==> src/rtl/srdm_pkg.sv <==
package srdm_pkg;

  // ==========================================================================
  // Hold delay build options
  // ==========================================================================
  typedef enum logic [1:0] {
    SRDM_HOLD_1P4MS = 2'b00,
    SRDM_HOLD_30MS  = 2'b01,
    SRDM_HOLD_200MS = 2'b10,
    SRDM_HOLD_1P6S  = 2'b11
  } srdm_hold_sel_t;

  // ==========================================================================
  // Timing figures and derived cycle counts at 250 MHz
  // ==========================================================================
  localparam int  SRDM_CLK_MHZ           = 250;
  localparam real SRDM_HOLD_1P4_MS       = 1.4;
  localparam int  SRDM_HOLD_30_MS        = 30;
  localparam int  SRDM_HOLD_200_MS       = 200;
  localparam real SRDM_HOLD_1P6_S        = 1.6;
  localparam int  SRDM_HOLD_MIN_200_MS   = 140;
  localparam int  SRDM_HOLD_MAX_200_MS   = 280;
  localparam int  SRDM_GLITCH_NS         = 100;
  localparam int  SRDM_QUALIFY_US        = 10;
  localparam int  SRDM_GLITCH_CYC        = (SRDM_GLITCH_NS * SRDM_CLK_MHZ + 999) / 1000;
  localparam int  SRDM_HOLD_1P4_CYC      = int'(SRDM_HOLD_1P4_MS * 1000.0) * SRDM_CLK_MHZ;
  localparam int  SRDM_HOLD_30_CYC       = SRDM_HOLD_30_MS * 1000 * SRDM_CLK_MHZ;
  localparam int  SRDM_HOLD_200_CYC      = SRDM_HOLD_200_MS * 1000 * SRDM_CLK_MHZ;
  localparam int  SRDM_HOLD_1P6_CYC      = int'(SRDM_HOLD_1P6_S * 1000000.0) * SRDM_CLK_MHZ;
  localparam int  SRDM_QUALIFY_CYC       = SRDM_QUALIFY_US * SRDM_CLK_MHZ;
  localparam int  SRDM_CNT_W             = 32;
  localparam logic [1:0] SRDM_SEL_RESET  = 2'b10;

  // ==========================================================================
  // Sequencer states and reset output pair
  // ==========================================================================
  typedef enum logic [1:0] {
    SRDM_ST_ASSERT = 2'b00,
    SRDM_ST_HOLD   = 2'b01,
    SRDM_ST_RUN    = 2'b10
  } srdm_state_t;

  typedef struct packed {
    logic rst_n;
    logic rst;
  } srdm_rst_out_t;

endpackage

==> src/rtl/srdm_supervisor.sv <==
`timescale 1ns/100ps
module srdm_supervisor
  import srdm_pkg::*;
#(
  parameter int HOLD_1P4_CYC = SRDM_HOLD_1P4_CYC,
  parameter int HOLD_30_CYC  = SRDM_HOLD_30_CYC,
  parameter int HOLD_200_CYC = SRDM_HOLD_200_CYC,
  parameter int HOLD_1P6_CYC = SRDM_HOLD_1P6_CYC,
  parameter int QUALIFY_CYC  = SRDM_QUALIFY_CYC
) (
  input  wire logic           mclk,
  input  wire logic           reset_n,
  input  wire logic           supply_ok,
  input  wire logic           manual_reset_n_input,
  input  wire logic           watchdog_expired,
  input  wire srdm_hold_sel_t hold_sel,
  output srdm_rst_out_t       rst_out
);

  // ==========================================================================
  // Input synchronisers
  // ==========================================================================
  logic [1:0] sup_sync_reg, sup_sync_next;
  logic [1:0] mr_sync_reg,  mr_sync_next;
  logic [1:0] wd_sync_reg,  wd_sync_next;

  // Two stages; only stage 1 is read by logic
  always_comb begin
    sup_sync_next = {sup_sync_reg[0], supply_ok};
    mr_sync_next  = {mr_sync_reg[0], manual_reset_n_input};
    wd_sync_next  = {wd_sync_reg[0], watchdog_expired};
  end

  always_ff @(posedge mclk or negedge reset_n) begin
    if (!reset_n) begin
      sup_sync_reg <= 2'b00;
      mr_sync_reg  <= 2'b11;
      wd_sync_reg  <= 2'b00;
    end else begin
      sup_sync_reg <= sup_sync_next;
      mr_sync_reg  <= mr_sync_next;
      wd_sync_reg  <= wd_sync_next;
    end
  end

  wire logic sup_ok = sup_sync_reg[1];
  wire logic mr_low = ~mr_sync_reg[1];
  wire logic wd_exp = wd_sync_reg[1];

  // ==========================================================================
  // Manual reset qualify counter
  // ==========================================================================
  logic [SRDM_CNT_W-1:0] mr_cnt_reg, mr_cnt_next;
  logic                  mr_qual;

  // Low time must exceed the glitch window and reach the qualify time
  localparam int QUAL_CYC = (QUALIFY_CYC > SRDM_GLITCH_CYC) ? QUALIFY_CYC : SRDM_GLITCH_CYC + 1;

  always_comb begin
    mr_cnt_next = '0;
    if (mr_low) begin
      mr_cnt_next = (mr_cnt_reg == SRDM_CNT_W'(QUAL_CYC)) ? mr_cnt_reg : mr_cnt_reg + 1'b1;
    end
  end
  assign mr_qual = (mr_cnt_reg == SRDM_CNT_W'(QUAL_CYC));

  always_ff @(posedge mclk or negedge reset_n) begin
    if (!reset_n) begin
      mr_cnt_reg <= '0;
    end else begin
      mr_cnt_reg <= mr_cnt_next;
    end
  end

  // ==========================================================================
  // Hold delay selection
  // ==========================================================================
  function automatic logic [SRDM_CNT_W-1:0] hold_len(input srdm_hold_sel_t s);
    case (s)
      SRDM_HOLD_1P4MS: hold_len = SRDM_CNT_W'(HOLD_1P4_CYC);
      SRDM_HOLD_30MS:  hold_len = SRDM_CNT_W'(HOLD_30_CYC);
      SRDM_HOLD_1P6S:  hold_len = SRDM_CNT_W'(HOLD_1P6_CYC);
      default:         hold_len = SRDM_CNT_W'(HOLD_200_CYC);
    endcase
  endfunction

  // ==========================================================================
  // Reset sequencer
  // ==========================================================================
  srdm_state_t           st_reg, st_next;
  logic [SRDM_CNT_W-1:0] hold_reg, hold_next;
  logic                  cause;

  // Any cause keeps reset asserted; power-up is the ASSERT reset state
  assign cause = ~sup_ok | mr_qual | wd_exp;

  always_comb begin
    st_next   = st_reg;
    hold_next = hold_reg;
    case (st_reg)
      SRDM_ST_ASSERT: begin
        hold_next = '0;
        if (!cause) begin
          st_next = SRDM_ST_HOLD;
        end
      end
      SRDM_ST_HOLD: begin
        if (cause) begin
          st_next   = SRDM_ST_ASSERT;
          hold_next = '0;
        end else if (hold_reg >= hold_len(hold_sel) - 1'b1) begin
          st_next   = SRDM_ST_RUN;
        end else begin
          hold_next = hold_reg + 1'b1;
        end
      end
      SRDM_ST_RUN: begin
        if (cause) begin
          st_next = SRDM_ST_ASSERT;
        end
      end
      default: begin
        st_next = SRDM_ST_ASSERT;
      end
    endcase
  end

  always_ff @(posedge mclk or negedge reset_n) begin
    if (!reset_n) begin
      st_reg   <= SRDM_ST_ASSERT;
      hold_reg <= '0;
    end else begin
      st_reg   <= st_next;
      hold_reg <= hold_next;
    end
  end

  // ==========================================================================
  // Output register; a drop of supply_ok asserts on the third edge, after the two sync stages
  // ==========================================================================
  srdm_rst_out_t out_reg, out_next;

  always_comb begin
    out_next.rst_n = (st_next == SRDM_ST_RUN);
    out_next.rst   = (st_next != SRDM_ST_RUN);
  end

  always_ff @(posedge mclk or negedge reset_n) begin
    if (!reset_n) begin
      out_reg <= '{rst_n: 1'b0, rst: 1'b1};
    end else begin
      out_reg <= out_next;
    end
  end
  assign rst_out = out_reg;
endmodule // srdm_supervisor

==> config.mk <==
export PLATFORM = sky130hd
export DESIGN_NAME = srdm_supervisor
export DESIGN_NICKNAME = d
export VERILOG_FILES = /design/src/rtl/srdm_pkg.sv /design/src/rtl/srdm_supervisor.sv
export SDC_FILE = /design/constraint.sdc
export NUM_CORES = 1
export LEC_CHECK = 0
export ABC_CLOCK_PERIOD_IN_PS = 4400
export CORE_ASPECT_RATIO = 0.9
export CORE_MARGIN = 2
export CORE_UTILIZATION = 30
export CTS_CLUSTER_SIZE = 20
export DETAILED_ROUTE_END_ITERATION = 16
export DONT_BUFFER_PORTS = 1
export GPL_TIMING_DRIVEN = 1
export SLEW_MARGIN = 30
export SYNTH_ARGS = -nofsm -noshare
export SYNTH_HDL_FRONTEND = slang
export SYNTH_SLANG_ARGS = --single-unit
export TNS_END_PERCENT = 20
==> constraint.sdc <==
create_clock -name mclk -period 4.4 [get_ports mclk]
set_input_delay 1.32 -clock mclk [delete_from_list [all_inputs] [get_ports mclk]]
set_output_delay 1.32 -clock mclk [all_outputs]
set_load 0.02 [all_outputs]
==> results of run 1 <==
## kinds of logic after synthesis
kind of cell | share of synthesized area [%]
AOI/OAI and AO/OA | 15.10
xor gates and xnor gates | 5.512
adders and majority gates | 9.843
buffers and inverters | 3.768
DFF | 41.70
muxes | 0.6749
other | 0.08428
and+or+nand+nor | 23.31
## metal layers
metal	up-vias	share of wire (%)
met5	-	0
met4	0	0.84
met3	8	3.9
met2	65	47
met1	1783	48
li1	1776	-
## per-stage QoR
step | power (mW) | area, sq um | hold slack, ns | setup slack, ns
finish | 1.535 | 4975 | 0.3463 | 0.9290
global route | 1.595 | 4975 | 0.3561 | 0.7748
CTS | 1.557 | 4975 | 0.3484 | 0.9275
detailed placement | 0.7567 | 4654 | 0.3347 | 0.5779
global placement | 0.7542 | 4654 | 0.3337 | 0.6942
floorplan | 0.7425 | 4457 | 0.3312 | 0.9772
## critical path, delay by kind of cell
kind | cells | cell delay, ns
AOI/OAI and AO/OA | 3 | 0.72
buffers and inverters | 3 | 0.35
adders and majority gates | 2 | 0.67
and+or+nand+nor | 3 | 0.66
## cell usage in the layout (no fill, tap or decap), types with 3 or more instances in the layout
master / instances
dfrtp_1: 71
nor2_1: 49
nand2_1: 46
a31oi_1: 40
ha_1: 35
o21ai_0: 22
nand3_1: 22
xor2_1: 21
inv_1: 18
a21oi_1: 16
nand4_1: 13
and3_1: 13
a41oi_1: 13
nor3_1: 10
clkbuf_16: 9
and4_1: 8
nor4_1: 7
xnor2_1: 7
or3_1: 6
nand2b_1: 5
and2_1: 4
buf_4: 4
or2_2: 3
mux2i_1: 3
conb_1: 3
clkinv_4: 3
dfstp_2: 3
## final cells by class
class	instances	area, sq um
Fill cell	1535	9634
Clock buffer	10	229.0
Timing Repair Buffer	5	50.05
Inverter	18	67.56
Clock inverter	6	91.34
Sequential cell	74	1856
Multi-Input combinational cell	375	2434
Tap cell	198	247.7
## where the power goes
part / total [mW] / switching (mW) / leakage (nW) / internal [mW]
clock: 0.790 / 0.291 / 0.157 / 0.499
combinational: 0.0490 / 0.0306 / 0.939 / 0.0184
sequential: 0.696 / 0.00846 / 1.01 / 0.687
total: 1.53 / 0.330 / 2.11 / 1.20
## worst max path at each step
stage / start / endpoint / depth (start not counted)
floorplan: hold_sel[0] / hold_reg[7] / 11
global placement: hold_sel[0] / hold_reg[1] / 11
detailed placement: hold_sel[0] / hold_reg[10] / 11
CTS: hold_sel[0] / hold_reg[3] / 11
global route: hold_sel[0] / hold_reg[26] / 11
finish: hold_sel[0] / hold_reg[8] / 11
==> flow_summary.rst, run 1 <==
.. list-table::
   :header-rows: 1

   * - Metric
     - Value
   * - Vias after detailed routing
     - between 3000 and 4000
   * - Cell taking the most area after synthesis
     - dfrtp_1
   * - Clock-pin slew on the worst setup and hold paths
     - approximately 0.060 ns
   * - Final Hold Viols
     - 0
   * - Post-route insts no fill
     - just under 700
   * - Cell Area, Synth
     - 4449 sq um
   * - Site row count
     - 42
   * - Worst reg2reg path depth
     - 8
   * - Cells resized by post-CTS repair
     - 0
   * - Proportion of register bits with asynchronous set or reset after synthesis
     - between 90% and 100%
   * - Post-synth cell types
     - ~50
   * - Fin Setup TNS
     - 0 ns
   * - CP endpoint kind
     - flop
   * - Antenna Cells
     - 0
   * - Global-route wire length before repair
     - around 18 mm
   * - Initial antenna violation count
     - 0
   * - Global-route usage over all layers
     - 13.91%
   * - Setup Fix Bufs, Post-CTS
     - 0
   * - Clk Tree Root Cell
     - clkbuf_16
   * - Nets
     - approximately 530
   * - # Max-Cap Violations
     - 0
   * - Global route overflow
     - 0
   * - Terminating pin of the worst hold path
     - wd_sync_reg[1]
   * - Hold-fix buffer count after cts
     - 0
   * - Slowest stage cell on the critical path
     - ha_1
   * - Number of global-route vias before repair
     - ~3600
   * - Routed WL
     - a little over 10 mm
   * - Antenna violation net count after detailed routing
     - 0
   * - Worst reg2reg path endpoint
     - hold_reg[8]
   * - CP Class
     - in -> reg
   * - Most repeated cell in the gate-level netlist after synthesis
     - dfrtp_1
   * - Slowest stage delay, CP
     - ~0.37 ns
   * - Final worst path period need
     - 3.471 ns
   * - Count of buffers from port buffering
     - 0
   * - Maximum number of pins on one net before global-route repair
     - 75
   * - Maximum vdd drop
     - roughly 170 uV
   * - Area of the core
     - 14610 sq um
   * - Grt met3 use
     - under 10%
   * - Setup repair after global routing missed its margin
     - false
   * - H-tree levels
     - 3
   * - Most used routing layer in global routing
     - met2
   * - Met2 Track Usage GR
     - 22.22%
   * - CP Launch Type
     - primary input
   * - Count of flip-flops with a built-in enable after synthesis
     - 0
   * - Fraction of the yosys area taken by sequential cells
     - between 40% and 50%
   * - Status
     - complete, no violations
   * - Hold Path Cell Cnt
     - 0
   * - HPWL after detailed placement
     - 7.224 mm
   * - Effective utilization at floorplan
     - between 30% and 40%
   * - Slew Viols, Final
     - 0
   * - Final clock period utilization by the worst path
     - roughly 79%
   * - Most instantiated flip-flop cell in the synthesis netlist
     - dfrtp_1
   * - TritonCTS clock tree
     - done
   * - Mean area per synthesized cell
     - approximately 9.3 sq um
   * - Critical R2R Launch
     - hold_reg[27]
   * - Hold Path Origin
     - wd_sync_reg[0]
   * - Met1 track demand over resource in global routing
     - between 10% and 20%
   * - Count of placed standard cells including taps
     - 670
   * - Die extent in y
     - around 120 microns
   * - Worst Path Max Fanout
     - 24
   * - Latest clock arrival within the worst-skew pair
     - approximately 0.34 ns
   * - Ports placed on the boundary
     - 9
   * - X dimension of the die
     - ~130 microns
   * - Fraction of post-synthesis cell area in the top cell type by area
     - 39.93%
   * - Placer's final routability congestion estimate
     - about 0.84
   * - TritonCTS sink count
     - 74
   * - Largest cells by area after synthesis
     - dfrtp_1, ha_1, a31oi_1, nor2_1, xor2_1
   * - Setup skew after layout
     - around 0.011 ns
   * - Synthesis warning total
     - 0
   * - Data required, critical path
     - around 4.7 ns
   * - Detailed Routing Iterations Pass 1
     - 4
   * - Static Leak
     - between 2 and 2.5 nW
   * - #FFs+latches synth
     - between 70 and 80
   * - Setup violators final
     - 0
   * - Final core utilization
     - roughly a third
   * - Residual DRC count
     - 0
   * - Routed length per instance
     - about 15 microns
   * - CTS buffer count
     - 9
   * - Cells traversed along the worst timing path
     - inv_1, ha_1, inv_1, ha_1, nand4_1, nor4_1, a221oi_1, and2_1, o221a_2, buf_12, a31oi_1
   * - Hold/Removal Path Class
     - reg -> reg
   * - Average via count per standard cell
     - around 5.3
   * - FF-to-FF setup slack
     - roughly 1.8 ns
   * - Highest attainable clock frequency
     - a little under 0.3 GHz
   * - Share of post-route cells with drive strength above 1
     - under 10%
   * - Max Buffers Root-to-Sink
     - 2
   * - Number of violations reported at the end of detailed-routing iteration 0
     - about 230
   * - Layout-stage area growth over the synthesis result
     - 11.81%
   * - Total die area
     - around 16000 sq um
   * - Power density normalized to cell area
     - between 300 and 400 nW/um^2
   * - Arrival time worst endpoint
     - around 3.7 ns
   * - Number of instances in the synthesized netlist
     - 480
   * - Most used standard cells in the synthesized netlist
     - dfrtp_1, nor2_1, nand2_1
   * - Max_slew headroom
     - ~46%
   * - Worst Tran Pin Value
     - about 0.8 ns
No activity file was read; power rests on OpenSTA's default activity.
==> inputs of run 2 (changes only) <==
--- a/config.mk
+++ b/config.mk
@@ -5,7 +5,8 @@
 export SDC_FILE = /design/constraint.sdc
 export NUM_CORES = 1
 export LEC_CHECK = 0
-export ABC_CLOCK_PERIOD_IN_PS = 4400
+export ABC_AREA = 1
+export ABC_CLOCK_PERIOD_IN_PS = 2890
 export CORE_ASPECT_RATIO = 0.9
 export CORE_MARGIN = 2
 export CORE_UTILIZATION = 30
==> constraint.sdc (replaced) <==
create_clock -name mclk -period 2.89 [get_ports mclk]
set_input_delay 0.867 -clock mclk [delete_from_list [all_inputs] [get_ports mclk]]
set_output_delay 0.867 -clock mclk [all_outputs]
set_load 0.02 [all_outputs]
==> run 2 against run 1 <==
Net effect: via count grew 26%; setup slack worse by 0.60 ns; register-to-register slack got worse by 1.0 ns; clock skew down 0.0040 ns; sequential share of layout area decreased by 4.4 points; clock-buffer cell count grew 3; area after synthesis up 15%; routed wire length is 19% higher; final cell count up 38%; cell area is 14% higher.
==> flow_summary.rst, run 2 <==
.. list-table::
   :header-rows: 1

   * - Metric
     - Value
   * - Count of buffers from port buffering
     - 0
   * - Post-synth cell types
     - 36
   * - Slew Viols, Final
     - 0
   * - Power density normalized to cell area
     - 387.8 nW/um^2
   * - Ports placed on the boundary
     - 9
   * - Largest cells by area after synthesis
     - dfrtp_1, nand2_1, ha_1, nor2_1, nand3_1
   * - Vias after detailed routing
     - 4561
   * - Hold/Removal Path Class
     - in -> async
   * - Slowest stage cell on the critical path
     - ha_1
   * - Data required, critical path
     - between 3 and 4 ns
   * - Setup Fix Bufs, Post-CTS
     - 0
   * - Critical path's most frequent cell
     - nand2_1
   * - Cell Area, Synth
     - just over 5000 sq um
   * - CTS buffer count
     - 9
   * - Max_slew headroom
     - a little under 60%
   * - Compound-cell area share of the yosys netlist
     - slightly below 7%
   * - Final worst path period need
     - between 2 and 3 ns
   * - Global-route wire length before repair
     - ~21 mm
   * - Effective utilization at floorplan
     - 30.51%
   * - HPWL after detailed placement
     - slightly below 9 mm
   * - Cells traversed along the worst timing path
     - inv_1, ha_1, inv_1, ha_1, nand2_1, nor2_1, inv_1, nor2_1, nand2_1, nand2_1, nand2_1, nand2_2, nand3_4, nand2_4, buf_12, nand2_1, nand2_1
   * - Nets
     - between 700 and 800
   * - Global route overflow
     - 0
   * - Routed WL
     - around 12 mm
   * - H-tree levels
     - 3
   * - Most instantiated flip-flop cell in the synthesis netlist
     - dfrtp_1
   * - Arrival time worst endpoint
     - 2.83 ns
   * - Slowest stage delay, CP
     - between 0.3 and 0.4 ns
   * - Routed length per instance
     - 13.00 microns
   * - Xor/xnor cell area share of the yosys netlist
     - 3.922%
   * - Max Buffers Root-to-Sink
     - 2
   * - Synthesis warning total
     - 0
   * - CP endpoint kind
     - flop
   * - Most frequent cells in the layout
     - nand2_1, nor2_1, inv_1
   * - Most repeated cell in the gate-level netlist after synthesis
     - nand2_1
   * - CP Class
     - in -> reg
   * - Setup repair after global routing missed its margin
     - false
   * - Latest clock arrival within the worst-skew pair
     - about 0.33 ns
   * - Antenna Cells
     - 0
   * - Number of instances in the synthesized netlist
     - between 700 and 800
   * - Residual DRC count
     - 0
   * - TritonCTS sink count
     - between 70 and 80
   * - Number of violations reported at the end of detailed-routing iteration 0
     - between 200 and 300
   * - Combinational family with the most area after synthesis
     - simple AND/OR/NAND/NOR gates
   * - Proportion of register bits with asynchronous set or reset after synthesis
     - between 90% and 100%
   * - Cells resized by post-CTS repair
     - 0
   * - Site row count
     - 45
   * - Mean area per synthesized cell
     - 7.036 sq um
   * - CP Launch Type
     - primary input
   * - Global-route usage over all layers
     - about 15%
   * - Worst Tran Pin Value
     - roughly 0.6 ns
   * - Initial antenna violation count
     - 0
   * - Number of global-route vias before repair
     - around 4200
   * - Fraction of the yosys area taken by sequential cells
     - between 30% and 40%
   * - Fraction of post-synthesis cell area in the top cell type by area
     - roughly a third
   * - Detailed Routing Iterations Pass 1
     - 5
   * - Adder-Cell Fraction of Synth Area
     - 8.526%
   * - Final clock period utilization by the worst path
     - approximately nine tenths
   * - Leading cell type in the layout, fill and taps excluded
     - nand2_1
   * - Area of the core
     - about 17000 sq um
   * - Count of flip-flops with a built-in enable after synthesis
     - 0
   * - Die extent in y
     - roughly 130 microns
   * - Layout-stage area growth over the synthesis result
     - 9.939%
   * - Hold-fix buffer count after cts
     - 0
   * - Maximum vdd drop
     - 265.7 uV
   * - Worst Path Max Fanout
     - 24
   * - Fin Setup TNS
     - 0 ns
   * - Total Power Consumption
     - about 2.2 mW
   * - Highest attainable clock frequency
     - just under 0.4 GHz
   * - Mux cell area share after synthesis
     - 0%
   * - #FFs+latches synth
     - between 70 and 80
   * - Antenna violation net count after detailed routing
     - 0
   * - Final Hold Viols
     - 0
   * - # Max-Cap Violations
     - 0
   * - Static Leak
     - ~2.6 nW
   * - Setup violators final
     - 0
   * - TritonCTS clock tree
     - done
   * - Most used standard cells in the synthesized netlist
     - nand2_1, nor2_1, inv_1
   * - Area fraction in and, or, nand and nor cells after synthesis
     - a little under two fifths
   * - Clock-pin slew on the worst setup and hold paths
     - approximately 0.060 ns
   * - Placer's final routability congestion estimate
     - slightly below 0.9
   * - Setup skew after layout
     - a little under 0.007 ns
   * - X dimension of the die
     - around 140 microns
   * - Maximum number of pins on one net before global-route repair
     - 75
   * - Clk Tree Root Cell
     - clkbuf_16
   * - Total die area
     - roughly 18000 sq um
   * - Status
     - complete, no violations
   * - Average via count per standard cell
     - around 4.8
   * - Cell taking the most area after synthesis
     - dfrtp_1
   * - Share of post-route cells with drive strength above 1
     - slightly below 5%
[run 2: worst max-delay path: cells and delay by family]
| family | cells | cell delay, ns |
|---|---|---|
| fa+ha+maj | 2 | 0.68 |
| buf+inv | 4 | 0.39 |
| simple gates | 11 | 0.88 |
[run 2: where the power goes]
group / switching, mW / total (mW) / leakage, nW / internal [mW]
combinational: 0.0461 / 0.0710 / 1.48 / 0.0248
clock: 0.439 / 1.06 / 0.132 / 0.624
sequential: 0.00965 / 1.06 / 1.01 / 1.05
total: 0.495 / 2.19 / 2.62 / 1.69
[run 2: area by class of cell]
type                    count  area, sq um
multi-input cells         562         2888
repair buffers              5        62.56
flip-flops and latches     74         1856
clock inverters             2        12.51
inverters                  81        304.0
fillers                  1800        11190
well taps                 211        264.0
clock buffers              13        260.3
[run 2: cells by family (layout without fill, tap and decap cells)]
group	after synthesis	after routing
xor+xnor	23	23
buf+inv	96	101
flops	74	74
compound gates	63	63
fa+ha+maj	35	35
other cells	1	3
simple gates	438	438
[run 2: path summary, 6_finish.rpt]
path	end	slack [ns]	depth (start not counted)	start
max	hold_reg[27]	0.32	17	hold_sel[0]
min	hold_reg[2]	0.22	0	reset_n
max reg2reg	hold_reg[27]	0.81	14	hold_reg[0]
min reg2reg	wd_sync_reg[1]	0.35	0	wd_sync_reg[0]
max in group asynchronous	mr_sync_reg[1]	2.44	0	reset_n
min in group mclk	wd_sync_reg[1]	0.35	0	wd_sync_reg[0]
[run 2: layer usage]
layer  track usage [%]  share of wire (%)
met3             1.494                2.7
met5                 0                  0
met4             4.059                1.1
met1             22.81                 55
met2             21.05                 41
[run 2: per-stage QoR]
step           hold WS (ns)  util, %  instance area [sq um]  setup WS, ns  cells
2_1_floorplan        0.3312        -                   5144        0.2674    732
3_3_place_gp         0.3332    31.92                   5374       0.03223    933
3_5_place_dp         0.3395    31.92                   5374      -0.02351    933
4_1_cts              0.2167    33.54                   5647        0.3065    948
5_1_grt              0.2148    33.54                   5647       0.08720    948
6_report             0.2236    33.54                   5647        0.3245    948
==> inputs of run 3 (changes only) <==
--- a/config.mk
+++ b/config.mk
@@ -7,12 +7,12 @@
 export LEC_CHECK = 0
 export ABC_AREA = 1
 export ABC_CLOCK_PERIOD_IN_PS = 2890
+export BUFFER_PORTS_ARGS = -buffer_cell sky130_fd_sc_hd__buf_2
 export CORE_ASPECT_RATIO = 0.9
 export CORE_MARGIN = 2
 export CORE_UTILIZATION = 30
 export CTS_CLUSTER_SIZE = 20
 export DETAILED_ROUTE_END_ITERATION = 16
-export DONT_BUFFER_PORTS = 1
 export GPL_TIMING_DRIVEN = 1
 export SLEW_MARGIN = 30
 export SYNTH_ARGS = -nofsm -noshare
==> constraint.sdc (replaced) <==
create_clock -name mclk -period 2.89 [get_ports mclk]
set_input_delay 0.867 -clock mclk [delete_from_list [all_inputs] [get_ports mclk]]
set_output_delay 0.867 -clock mclk [all_outputs]
set_load 0.05 [all_outputs]
==> run 3 against run 2 <==
Net effect: clock skew up 0.0031 ns; combinational power up 46%; die area unchanged; final cell count up 1.7%; global-route usage up 0.076 points; cell area up 2.9%.
==> flow_summary.rst, run 3 (synthesis results as in run 2) <==
.. list-table::
   :header-rows: 1

   * - Metric
     - Value
   * - Status
     - complete, no violations
   * - Site row count
     - between 40 and 50
   * - Multi-input combinational cell area
     - between 2000 and 3000 sq um
   * - Maximum vdd drop
     - ~230 uV
   * - Setup repair after global routing missed its margin
     - false
   * - Hold Path Cell Cnt
     - 0
   * - Global-route usage over all layers
     - between 10% and 20%
   * - Global-route wire length before repair
     - between 20 and 25 mm
   * - Layout-stage area growth over the synthesis result
     - 13.11%
   * - Power density normalized to cell area
     - ~410 nW/um^2
   * - Number of global-route vias before repair
     - between 4000 and 5000
   * - Met1 track demand over resource in global routing
     - 22.07%
   * - Effective utilization at floorplan
     - 30.51%
   * - Total die area
     - 18180 sq um
   * - Final clock period utilization by the worst path
     - roughly nine tenths
   * - Area of the core
     - 16830 sq um
   * - Slew Viols, Final
     - 0
   * - Routed length per instance
     - ~13 microns
   * - Count of buffers from port buffering
     - 8
   * - Ports placed on the boundary
     - 9
   * - Combined flip-flop and latch cell area
     - roughly 1900 sq um
   * - Antenna violation net count after detailed routing
     - 0
   * - Clock-pin slew on the worst setup and hold paths
     - 0.06 ns
   * - Initial antenna violation count
     - 0
   * - Worst reg2reg path endpoint
     - hold_reg[9]
   * - TritonCTS clock tree
     - done
   * - Post-route insts no fill
     - between 900 and 1000
   * - Hold Path Origin
     - sup_sync_reg[0]
   * - Worst Tran Pin Value
     - 0.7569 ns
   * - Data required, critical path
     - 3.17 ns
   * - Global route overflow
     - 0
   * - Share of post-route cells with drive strength above 1
     - a little over 7%
   * - Hold-fix buffer count after cts
     - 0
   * - Number of violations reported at the end of detailed-routing iteration 0
     - between 200 and 300
   * - Minimum setup slack in the final design
     - approximately 0.28 ns
   * - HPWL after detailed placement
     - 9.000 mm
   * - Antenna Cells
     - 0
   * - Critical R2R Launch
     - hold_reg[23]
   * - Arrival time worst endpoint
     - roughly 2.9 ns
   * - Worst slack after detailed placement
     - -0.07860 ns
   * - Met2 Track Usage GR
     - a little over a fifth
   * - Highest attainable clock frequency
     - 0.3829 GHz
   * - Most used routing layer in global routing
     - met1
   * - Terminating pin of the worst hold path
     - sup_sync_reg[1]
   * - Total Power Consumption
     - ~2.4 mW
   * - Nets
     - between 700 and 800
   * - Cell area after placement
     - ~5500 sq um
   * - Maximum number of pins on one net before global-route repair
     - 54
   * - Final core utilization
     - 34.51%
   * - Worst reg2reg path depth
     - 11
   * - Most frequent cells in the layout
     - nand2_1, nor2_1, inv_1
   * - Static Leak
     - 2.714 nW
   * - Clk Tree Root Cell
     - clkbuf_16
   * - H-tree levels
     - 3
   * - CTS buffer count
     - 9
   * - Die extent in y
     - between 100 and 150 microns
   * - Detailed Routing Iterations Pass 1
     - 4
   * - Residual DRC count
     - 0
   * - CP endpoint kind
     - flop
   * - Average via count per standard cell
     - around 4.7
   * - TritonCTS sink count
     - 74
   * - Cells resized by post-CTS repair
     - 0
   * - Setup violators final
     - 0
   * - Hold/Removal Path Class
     - reg -> reg
   * - Vias after detailed routing
     - ~4500
   * - Leading cell type in the layout, fill and taps excluded
     - nand2_1
   * - # Max-Cap Violations
     - 0
   * - Final instance area
     - slightly below 6000 sq um
   * - CP Launch Type
     - primary input
   * - Latest clock arrival within the worst-skew pair
     - about 0.34 ns
   * - X dimension of the die
     - 141.9 microns
   * - Grt met3 use
     - under 10%
   * - Max Buffers Root-to-Sink
     - 2
   * - Final Hold Viols
     - 0
   * - Placer's final routability congestion estimate
     - about 0.9
   * - Setup skew after layout
     - between 0.009 and 0.01 ns
   * - Count of placed standard cells including taps
     - 948
   * - CP Class
     - in -> reg
   * - Worst Path Max Fanout
     - 7
   * - FILL cells
     - approximately 1800
   * - Setup Fix Bufs, Post-CTS
     - 0
   * - Routed WL
     - 12.25 mm
   * - FF-to-FF setup slack
     - around 0.86 ns
   * - Max_slew headroom
     - about half
   * - Final worst path period need
     - 2.611 ns
## run 3: cell types whose count changed in the layout (fill, tap and decap cells not counted), sizes merged
cell / delta
buf: +15
bufinv: +2
clkbuf: -3
clkinvlp: +1
inv: +1
## run 3: area by class of cell
cell class                 count  share of cell area (%)
inverter                      81                   5.234
tap                          211                   4.544
sequential                    74                   31.94
clock buffer                  10                   4.114
timing repair buffer          20                   2.929
multi-input combinational    562                   49.71
clock inverter                 6                   1.529
## run 3: critical path, cell delays in order
cell	delay [ns]
buf_2	0.10
inv_1	0.06
ha_1	0.37
inv_1	0.08
ha_1	0.29
nand2_1	0.05
nor2_1	0.13
inv_1	0.06
nor2_1	0.09
nand2_1	0.06
nand2_1	0.07
nand2_1	0.06
nand2_2	0.09
nand3_4	0.09
nand2_4	0.11
buf_4	0.18
nand2_1	0.06
nand2_1	0.06
## run 3: metrics by stage
stage	setup TNS, ns	hold WS (ns)
finish	0	0.3464
floorplan	0	0.3312
detailed placement	-1.928	0.3347
global route	0	0.3551
CTS	0	0.3485
global placement	-0.9539	0.3333
## run 3: how the worst max path moves through the flow
stage | end | startpoint | cells after the start | slack (ns)
2_1_floorplan | hold_reg[18] | hold_sel[0] | 16 | 0.27
3_3_place_gp | hold_reg[5] | hold_sel[0] | 18 | -0.04
3_5_place_dp | hold_reg[17] | hold_sel[0] | 18 | -0.08
4_1_cts | hold_reg[17] | hold_sel[0] | 18 | 0.27
5_1_grt | hold_reg[30] | hold_sel[0] | 16 | 0.02
6_report | hold_reg[9] | hold_sel[0] | 18 | 0.28
## run 3: metal layers
metal	routed length (microns)	part of all wire, %	vias to the layer above
met5	0	0	-
met4	147	1.2	0
met3	432	3.5	9
met2	5153	42	60
met1	6513	53	2083
li1	-	-	2394
## run 3: power by group
group / switching (mW) / internal [mW] / leakage, nW
clock network: 0.450 / 0.781 / 0.155
registers: 0.00912 / 1.05 / 1.01
logic: 0.0693 / 0.0350 / 1.55
total: 0.528 / 1.86 / 2.71
